==> src/hw/wdit_pkg.sv <==
// package: register map, field positions and timing constants of the watchdog interval timer
package wdit_pkg;
    localparam int ADDR_W = 8;
    // register indices as printed; byte address is four times the index
    localparam logic [15:0] IDX_CLK_SEL = 16'hff42;
    localparam logic [15:0] IDX_MODE = 16'hfff9;
    localparam logic [15:0] IDX_IRQ_STAT = 16'hff00;
    localparam logic [15:0] IDX_IRQ_MASK = 16'hff01;
    localparam logic [17:0] ADDR_CLK_SEL = {IDX_CLK_SEL, 2'b00};
    localparam logic [17:0] ADDR_MODE = {IDX_MODE, 2'b00};
    localparam logic [17:0] ADDR_IRQ_STAT = {IDX_IRQ_STAT, 2'b00};
    localparam logic [17:0] ADDR_IRQ_MASK = {IDX_IRQ_MASK, 2'b00};
    localparam logic [7:0] CLK_SEL_RST = 8'h00;
    localparam logic [7:0] MODE_RST = 8'h00;
    localparam logic [7:0] CLK_SEL_MASK = 8'h07;
    localparam logic [7:0] MODE_MASK = 8'h98;
    localparam int RUN_POS = 7;
    localparam int ENABLE_POS = 4;
    localparam int ACTION_POS = 3;
    // status / mask layout
    localparam int ST_INTERVAL = 0;
    localparam int ST_NMI = 1;
    localparam int ST_RESET = 2;
    localparam int ST_BAD_SEL = 3;
    localparam logic [3:0] ST_RST = 4'h0;
    // prescaler and counter widths: divide by up to 2^10, then 2^7 counter steps
    localparam int PRE_W = 10;
    localparam int CNT_W = 7;
    localparam logic [CNT_W-1:0] CNT_MAX = 7'h7f;
    // system reset request pulse length
    localparam int RESET_PULSE_NS = 160;
    localparam int CLK_NS = 40;
    localparam int RESET_PULSE_CYC = (RESET_PULSE_NS + CLK_NS - 1) / CLK_NS;
    typedef enum logic [1:0] {
        WD_IDLE = 2'b00,
        WD_COUNT = 2'b01,
        WD_FIRED = 2'b11
    } wdit_state_t;
endpackage

==> src/hw/wdit_top.sv <==
// module: watchdog and interval timer with a classic wishbone register slave
`timescale 1ns/1ps
// ==========================================
// notes
// Notes on behaviour
// - clock codes pick divide 2^4/6/8/10, others prohibited
// - reset clears the clock select register
// - reset clears mode register, timer stopped
// - writing run one clears counter, starts counting
// - run bit cannot be cleared by software
// - enable and action bits are set-only
// - mode field: stop, interval, nmi, reset
// - interval mode counts only after run written
// - runaway detection active while enable bit set, once run written
// - watchdog overflow resets or raises nmi
// - counts in halt, freezes in stop
// - first period after restart may be short
// - pending flag on nmi mode select fires nmi
// - interval mode overflows raise repeating requests
// - interrupt mask gates maskable interval interrupt
module wdit_top
    import wdit_pkg::*;
#(
    parameter int ADR_W = 18
) (
    input wire logic SYS_CLK,
    input wire logic RST_B,
    input wire logic [ADR_W-1:0] WB_ADR_I,
    input wire logic [31:0] WB_DAT_I,
    output logic [31:0] WB_DAT_O,
    input wire logic [3:0] WB_SEL_I,
    input wire logic WB_WE_I,
    input wire logic WB_CYC_I,
    input wire logic WB_STB_I,
    output logic WB_ACK_O,
    input wire logic CPU_STOP,
    input wire logic WATCHDOG_IRQ_MASK,
    output logic WATCHDOG_IRQ_FLAG,
    input wire logic WATCHDOG_IRQ_FLAG_CLR,
    output logic WATCHDOG_INTERRUPT,
    output logic WATCHDOG_NMI,
    output logic SYSTEM_RESET_REQ,
    output logic IRQ
);
    typedef struct packed {
        logic [7:0] clk_sel;
        logic [7:0] mode;
        logic [PRE_W-1:0] pre;
        logic [CNT_W-1:0] cnt;
        wdit_state_t state;
        logic irq_flag;
        logic nmi;
        logic [2:0] rst_cnt;
        logic [3:0] stat;
        logic [3:0] mask;
        logic ack;
        logic [31:0] rdata;
    } wdit_regs_t;

    wdit_regs_t r_q, r_d;

    // ==========================================
    // helpers
    function automatic logic tick_of(input logic [7:0] sel, input logic [PRE_W-1:0] pre);
        logic t;
        t = 1'b0;
        case (sel[2:0])
            3'b000: t = &pre[3:0];
            3'b010: t = &pre[5:0];
            3'b100: t = &pre[7:0];
            3'b110: t = &pre[9:0];
            default: t = 1'b0;
        endcase
        return t;
    endfunction

    function automatic logic hit(input logic [ADR_W-1:0] a, input logic [17:0] ref_a);
        return a == ADR_W'(ref_a);
    endfunction

    logic req, wr, rd, tick, ovf, run_set, byte0;
    logic flag_set, stat_rd;
    logic [3:0] ev;
    logic [7:0] wbyte;

    always_comb begin
        req = WB_CYC_I && WB_STB_I && !r_q.ack;
        wr = req && WB_WE_I;
        rd = req && !WB_WE_I;
        byte0 = WB_SEL_I[0];
        wbyte = WB_DAT_I[7:0];
        tick = tick_of(r_q.clk_sel, r_q.pre);
        ovf = 1'b0;
        run_set = 1'b0;
        flag_set = 1'b0;
        stat_rd = 1'b0;
        ev = 4'h0;
        r_d = r_q;
        r_d.ack = req;

        // ==========================================
        // prescaler free-runs except in stop
        if (!CPU_STOP) begin
            r_d.pre = r_q.pre + PRE_W'(1);
        end

        // ==========================================
        // register writes
        if (wr && byte0) begin
            if (hit(WB_ADR_I, ADDR_CLK_SEL)) begin
                r_d.clk_sel = wbyte & CLK_SEL_MASK;
                if (!(wbyte[0] == 1'b0)) begin
                    ev[ST_BAD_SEL] = 1'b1;
                end
            end else if (hit(WB_ADR_I, ADDR_MODE)) begin
                // set-only bits: or with current value
                r_d.mode = (r_q.mode | wbyte) & MODE_MASK;
                run_set = wbyte[RUN_POS];
                // nmi mode chosen while flag pending fires at once
                if (wbyte[ENABLE_POS] && !r_q.mode[ENABLE_POS] && r_q.irq_flag) begin
                    r_d.nmi = 1'b1;
                    ev[ST_NMI] = 1'b1;
                end
            end else if (hit(WB_ADR_I, ADDR_IRQ_MASK)) begin
                r_d.mask = wbyte[3:0];
            end
        end

        // ==========================================
        // counter state machine
        case (r_q.state)
            WD_IDLE: begin
                r_d.cnt = '0;
                if (run_set) begin
                    r_d.state = WD_COUNT;
                end
            end
            WD_COUNT: begin
                if (run_set) begin
                    r_d.cnt = '0;
                end else if (tick && !CPU_STOP) begin
                    r_d.cnt = r_q.cnt + CNT_W'(1);
                    ovf = (r_q.cnt == CNT_MAX);
                end
            end
            WD_FIRED: begin
                r_d.cnt = '0;
            end
            default: r_d.state = WD_IDLE;
        endcase

        if (ovf) begin
            case (r_q.mode[ENABLE_POS:ACTION_POS])
                2'b01: begin
                    r_d.irq_flag = 1'b1;
                    flag_set = 1'b1;
                    ev[ST_INTERVAL] = 1'b1;
                end
                2'b10: begin
                    r_d.irq_flag = 1'b1;
                    flag_set = 1'b1;
                    r_d.nmi = 1'b1;
                    ev[ST_NMI] = 1'b1;
                end
                2'b11: begin
                    r_d.rst_cnt = 3'(RESET_PULSE_CYC);
                    ev[ST_RESET] = 1'b1;
                    r_d.state = WD_FIRED;
                end
                default: ;
            endcase
        end

        if (r_q.rst_cnt != 3'h0) begin
            r_d.rst_cnt = r_q.rst_cnt - 3'h1;
        end

        // nmi is a one-cycle pulse; flag cleared by interrupt controller, set wins
        if (r_q.nmi) begin
            r_d.nmi = 1'b0;
        end
        if (WATCHDOG_IRQ_FLAG_CLR && !flag_set) begin
            r_d.irq_flag = 1'b0;
        end

        // ==========================================
        // reads; status read clears, new events win
        r_d.rdata = 32'h0;
        if (rd) begin
            if (hit(WB_ADR_I, ADDR_CLK_SEL)) begin
                r_d.rdata = {24'h0, r_q.clk_sel};
            end else if (hit(WB_ADR_I, ADDR_MODE)) begin
                r_d.rdata = {24'h0, r_q.mode};
            end else if (hit(WB_ADR_I, ADDR_IRQ_STAT)) begin
                r_d.rdata = {28'h0, r_q.stat};
                stat_rd = 1'b1;
            end else if (hit(WB_ADR_I, ADDR_IRQ_MASK)) begin
                r_d.rdata = {28'h0, r_q.mask};
            end
        end

        // a status read clears, but an event of the same cycle survives
        r_d.stat = (stat_rd ? 4'h0 : r_q.stat) | ev;

        if (!RST_B) begin
            r_d = '0;
            r_d.clk_sel = CLK_SEL_RST;
            r_d.mode = MODE_RST;
            r_d.stat = ST_RST;
            r_d.state = WD_IDLE;
        end
    end

    always_ff @(posedge SYS_CLK) begin
        r_q <= r_d;
    end

    assign WB_ACK_O = r_q.ack;
    assign WB_DAT_O = r_q.rdata;
    assign WATCHDOG_IRQ_FLAG = r_q.irq_flag;
    // maskable only in interval mode
    assign WATCHDOG_INTERRUPT = r_q.irq_flag && !WATCHDOG_IRQ_MASK
        && (r_q.mode[ENABLE_POS:ACTION_POS] == 2'b01);
    assign WATCHDOG_NMI = r_q.nmi;
    assign SYSTEM_RESET_REQ = r_q.rst_cnt != 3'h0;
    assign IRQ = |(r_q.stat & r_q.mask);
endmodule

==> config.mk <==
export PLATFORM = sky130hd
export DESIGN_NAME = wdit_top
export DESIGN_NICKNAME = d
export VERILOG_FILES = /design/src/hw/wdit_pkg.sv /design/src/hw/wdit_top.sv
export SDC_FILE = /design/constraint.sdc
export NUM_CORES = 1
export LEC_CHECK = 0
export BUFFER_PORTS_ARGS = -buffer_cell sky130_fd_sc_hd__buf_2
export CORE_MARGIN = 2
export CORE_UTILIZATION = 35
export CTS_CLUSTER_DIAMETER = 80
export DETAILED_ROUTE_END_ITERATION = 8
export PLACE_DENSITY_LB_ADDON = 0.08
export SLEW_MARGIN = 10
export SYNTH_ARGS = -nofsm -noshare
export SYNTH_HDL_FRONTEND = slang
export SYNTH_SLANG_ARGS = --single-unit
export TNS_END_PERCENT = 100
==> constraint.sdc <==
create_clock -name SYS_CLK -period 2.3 [get_ports SYS_CLK]
set_input_delay 0.46 -clock SYS_CLK [delete_from_list [all_inputs] [get_ports SYS_CLK]]
set_output_delay 0.46 -clock SYS_CLK [all_outputs]
set_load 0.005 [all_outputs]
==> results.toml <==
[run_status]
status = "finished, final reports clean"

[sta]
fin_skew_ns = 0.00862
drv_slew = 0
fin_crit_sh_pct = 89.3
setup_viol = 0
grt_setup_unrepaired = "no"
hold_violations = 0
setup_tns_ns = 0
fmax_ghz = 0.487
min_period_ns = 2.05

[grt]
grt_pass1_wl_um = 11300
antenna_found_initial = 0
gr-total-overflow = 0
track_usage_pct = 16.0
grt_pass1_vias = 2379
grt_start_max_net_pins = 26

[synthesis]
synth_ff_type = "dfxtp_1"
syn_inst = 319
yosys_warnings = 0
synthTopCellsByArea = "dfxtp_1 (32%), buf_4 (9.0%), ha_1 (4.4%), mux2i_1 (3.9%), nor2_1 (3.4%)"
yosysUniqueCellTypes = 59
synth.avg_cell_area_um2 = 8.88
syn_area_um2 = 2830
synth_top_cell_by_area = "dfxtp_1"
ys_ff_latch = 45
synth_top_area_share_pct = 31.8
synth-seq-area-share_pct = 31.8
synthArstFlopShare_pct = 0
synth_edf_count = 0

[cts]
clk_latency_ns = 0.30
cts_inserted_buffers = 5
cts_hold_buffers = 0
post_cts_buffers = 0
htreeDepth = 2
root_buffer = "clkbuf_8"
cts_buffer_depth = 2
cts_resized = 0
cts.clk_slew.worst_paths_ns = 0.09
cts_tree = "done"
cts.sinks = 45

[placed_design]
dp_cells = 466
dpl-instance-area_um2 = 3120
globalplace.congestion = 0.787
hpwl_um = 5040
io_buffers = 44

[floorplanning]
rows = 32
start_util_pct = 36.5
core_area_um2 = 7770
fp.dieW_um = 94.0
fp.dieArea_um2 = 8830
pin_count = 100
dieHeight_um = 94.0

[critical_path]
cp_top_family = "simple AND/OR/NAND/NOR gates"
start_kind = "flip-flop"
critical_path_required_ns = 2.54
arrival_ns = 2.29
end_kind = "flip-flop"
worst-path-buf-inv = 0
path_depth = 6
crit_path_cell_trace = "ha_1, nand3_4, or3_4, or3_1, o32ai_2, mux2i_1"
crit_start = "r_q[48]"
r2r-start = "r_q[48]"
worstReg2RegEnd = "r_q[42]"
path_max_fanout = 6
crit_type = "flip-flop to flip-flop"
cp_slowest_cell = "dfxtp_1"
cp_slowest_stage_delay_ns = 0.43
reg2regPathDepth = 6
crit_path_end = "r_q[42]"
r2r_slack_ns = 0.25

[routing]
detail_route.wirelength_um = 6610
wl_met1_um = 3280
vias = 2407
vias_per_cell = 5.08
dr_wl_met2_um = 3000
dr.pass1.iters = 4
wl_met3_um = 275
route.detailed.drc = 0
wire_per_inst_um = 13.9
ant_nets = 0
drt-initial-drc-count = 51
dr.max_layer_used = "met4"

[worst_hold_path]
hold_path_class = "input pin to flip-flop"

[pwr]
powerDensity_nw_per_um2 = 496
leakagePower_nw = 1.29
peakVddDrop_uv = 284

[layout]
postLayoutCellArea_um2 = 3220
nets = 443
layout.cells.non_filler = 474
antennaDiodeCount = 0
post-route-util_pct = 41.5
areaGrowthSynthToFinish_pct = 13.8
drive_above_1_share_pct = 25.0

[job]
cap_violations = 0
==> cell usage in the layout (no fill, tap or decap), drive strengths merged, types with 5 or more instances in the layout <==
cell and instances:
a21oi 16, a22oi 6, and2 6, and3 6, and4 5, buf 62
clkbuf 6, conb 26, dfxtp 45, ha 10, inv 14, mux2 5
mux2i 11, nand2 14, nand3 10, nand4 8, nor2 26, nor2b 5
nor3 14, nor4 9, o21ai 6, or3 10
==> worst min path at each step <==
stage                                     start                end  slack [ns]  cells past startpoint
after global routing      WATCHDOG_IRQ_FLAG_CLR  WATCHDOG_IRQ_FLAG        0.41                      3
after detailed placement           WATCHDOG_NMI       WATCHDOG_NMI        0.42                      1
after CTS                           WB_DAT_I[2]            r_q[75]        0.40                      3
after floorplan                    WATCHDOG_NMI       WATCHDOG_NMI        0.42                      1
after global placement             WATCHDOG_NMI       WATCHDOG_NMI        0.40                      1
final                               WB_DAT_I[2]            r_q[75]        0.41                      3
==> cell usage after synthesis, drive strengths merged, types with 2 or more instances <==
master	count
a31oi	2
mux2i	11
nand4b	2
xnor2	4
nor2	26
clkbuf	5
nor3	14
dfxtp	45
or3	10
o21a	4
mux2	5
a21boi	2
xor2	4
buf	37
o21ai	6
and3b	2
a41oi	4
and4	5
nor2b	5
nand3	10
nand2b	4
and3	6
nand2	14
nand4	8
o32ai	2
o31ai	2
and2	6
nand3b	3
nor4	9
ha	10
a21oi	16
a22oi	6
inv	13
a311o	2
o211ai	2
==> logic make-up after synthesis <==
kind of cell | after synthesis | synth area share, %
xor gates and xnor gates | 8 | 2.47
buffers and inverters | 55 | 11.8
DFF | 45 | 31.8
and+or+nand+nor | 130 | 30.0
muxes | 16 | 5.87
other | 1 | 0.132
adders and majority gates | 10 | 4.42
AOI/OAI and AO/OA | 54 | 13.5
==> sequential cells by signal, summed over array words and instances (netlist names) <==
register           flops
WATCHDOG_NMI           1
WB_ACK_O               1
WB_DAT_O               6
r_q                   36
WATCHDOG_IRQ_FLAG      1
==> layer usage <==
metal	global-route usage, %	up-vias
met5	0	-
met4	4.35	0
met3	2.73	5
met2	25.5	54
met1	22.2	1136
li1	-	1212
==> where the power goes <==
group | leakage (nW) | total [mW] | switching (mW) | internal [mW]
Clock | 0.0518 | 0.550 | 0.300 | 0.250
Sequential | 0.363 | 0.826 | 0.0216 | 0.805
Combinational | 0.879 | 0.223 | 0.117 | 0.106
Total | 1.29 | 1.60 | 0.439 | 1.16
==> worst register-to-register path: cells and delay by family (launching register included) <==
| kind | cells | cell delay, ns |
|---|---|---|
| and+or+nand+nor | 3 | 0.87 |
| DFF | 1 | 0.43 |
| adders and majority gates | 1 | 0.26 |
| AOI/OAI and AO/OA | 1 | 0.23 |
| muxes | 1 | 0.20 |
==> area by class of cell <==
cell class | instances | area, um2
Clock buffer | 6 | 82.6
Clock inverter | 2 | 17.5
Fill cell | 796 | 4540
Inverter | 13 | 48.8
Multi-Input combinational cell | 244 | 1690
Sequential cell | 45 | 901
Tap cell | 102 | 128
Timing Repair Buffer | 62 | 355
==> metrics by stage <==
step / setup WS [ns] / total power, mW / hold slack [ns]
5_1_grt: 0.0757 / 1.70 / 0.414
2_1_floorplan: 0.359 / 1.02 / 0.423
6_report: 0.246 / 1.60 / 0.405
3_5_place_dp: 0.176 / 1.07 / 0.417
3_3_place_gp: 0.160 / 1.06 / 0.403
4_1_cts: 0.221 / 1.63 / 0.397
No activity file was read; power rests on OpenSTA's default activity.
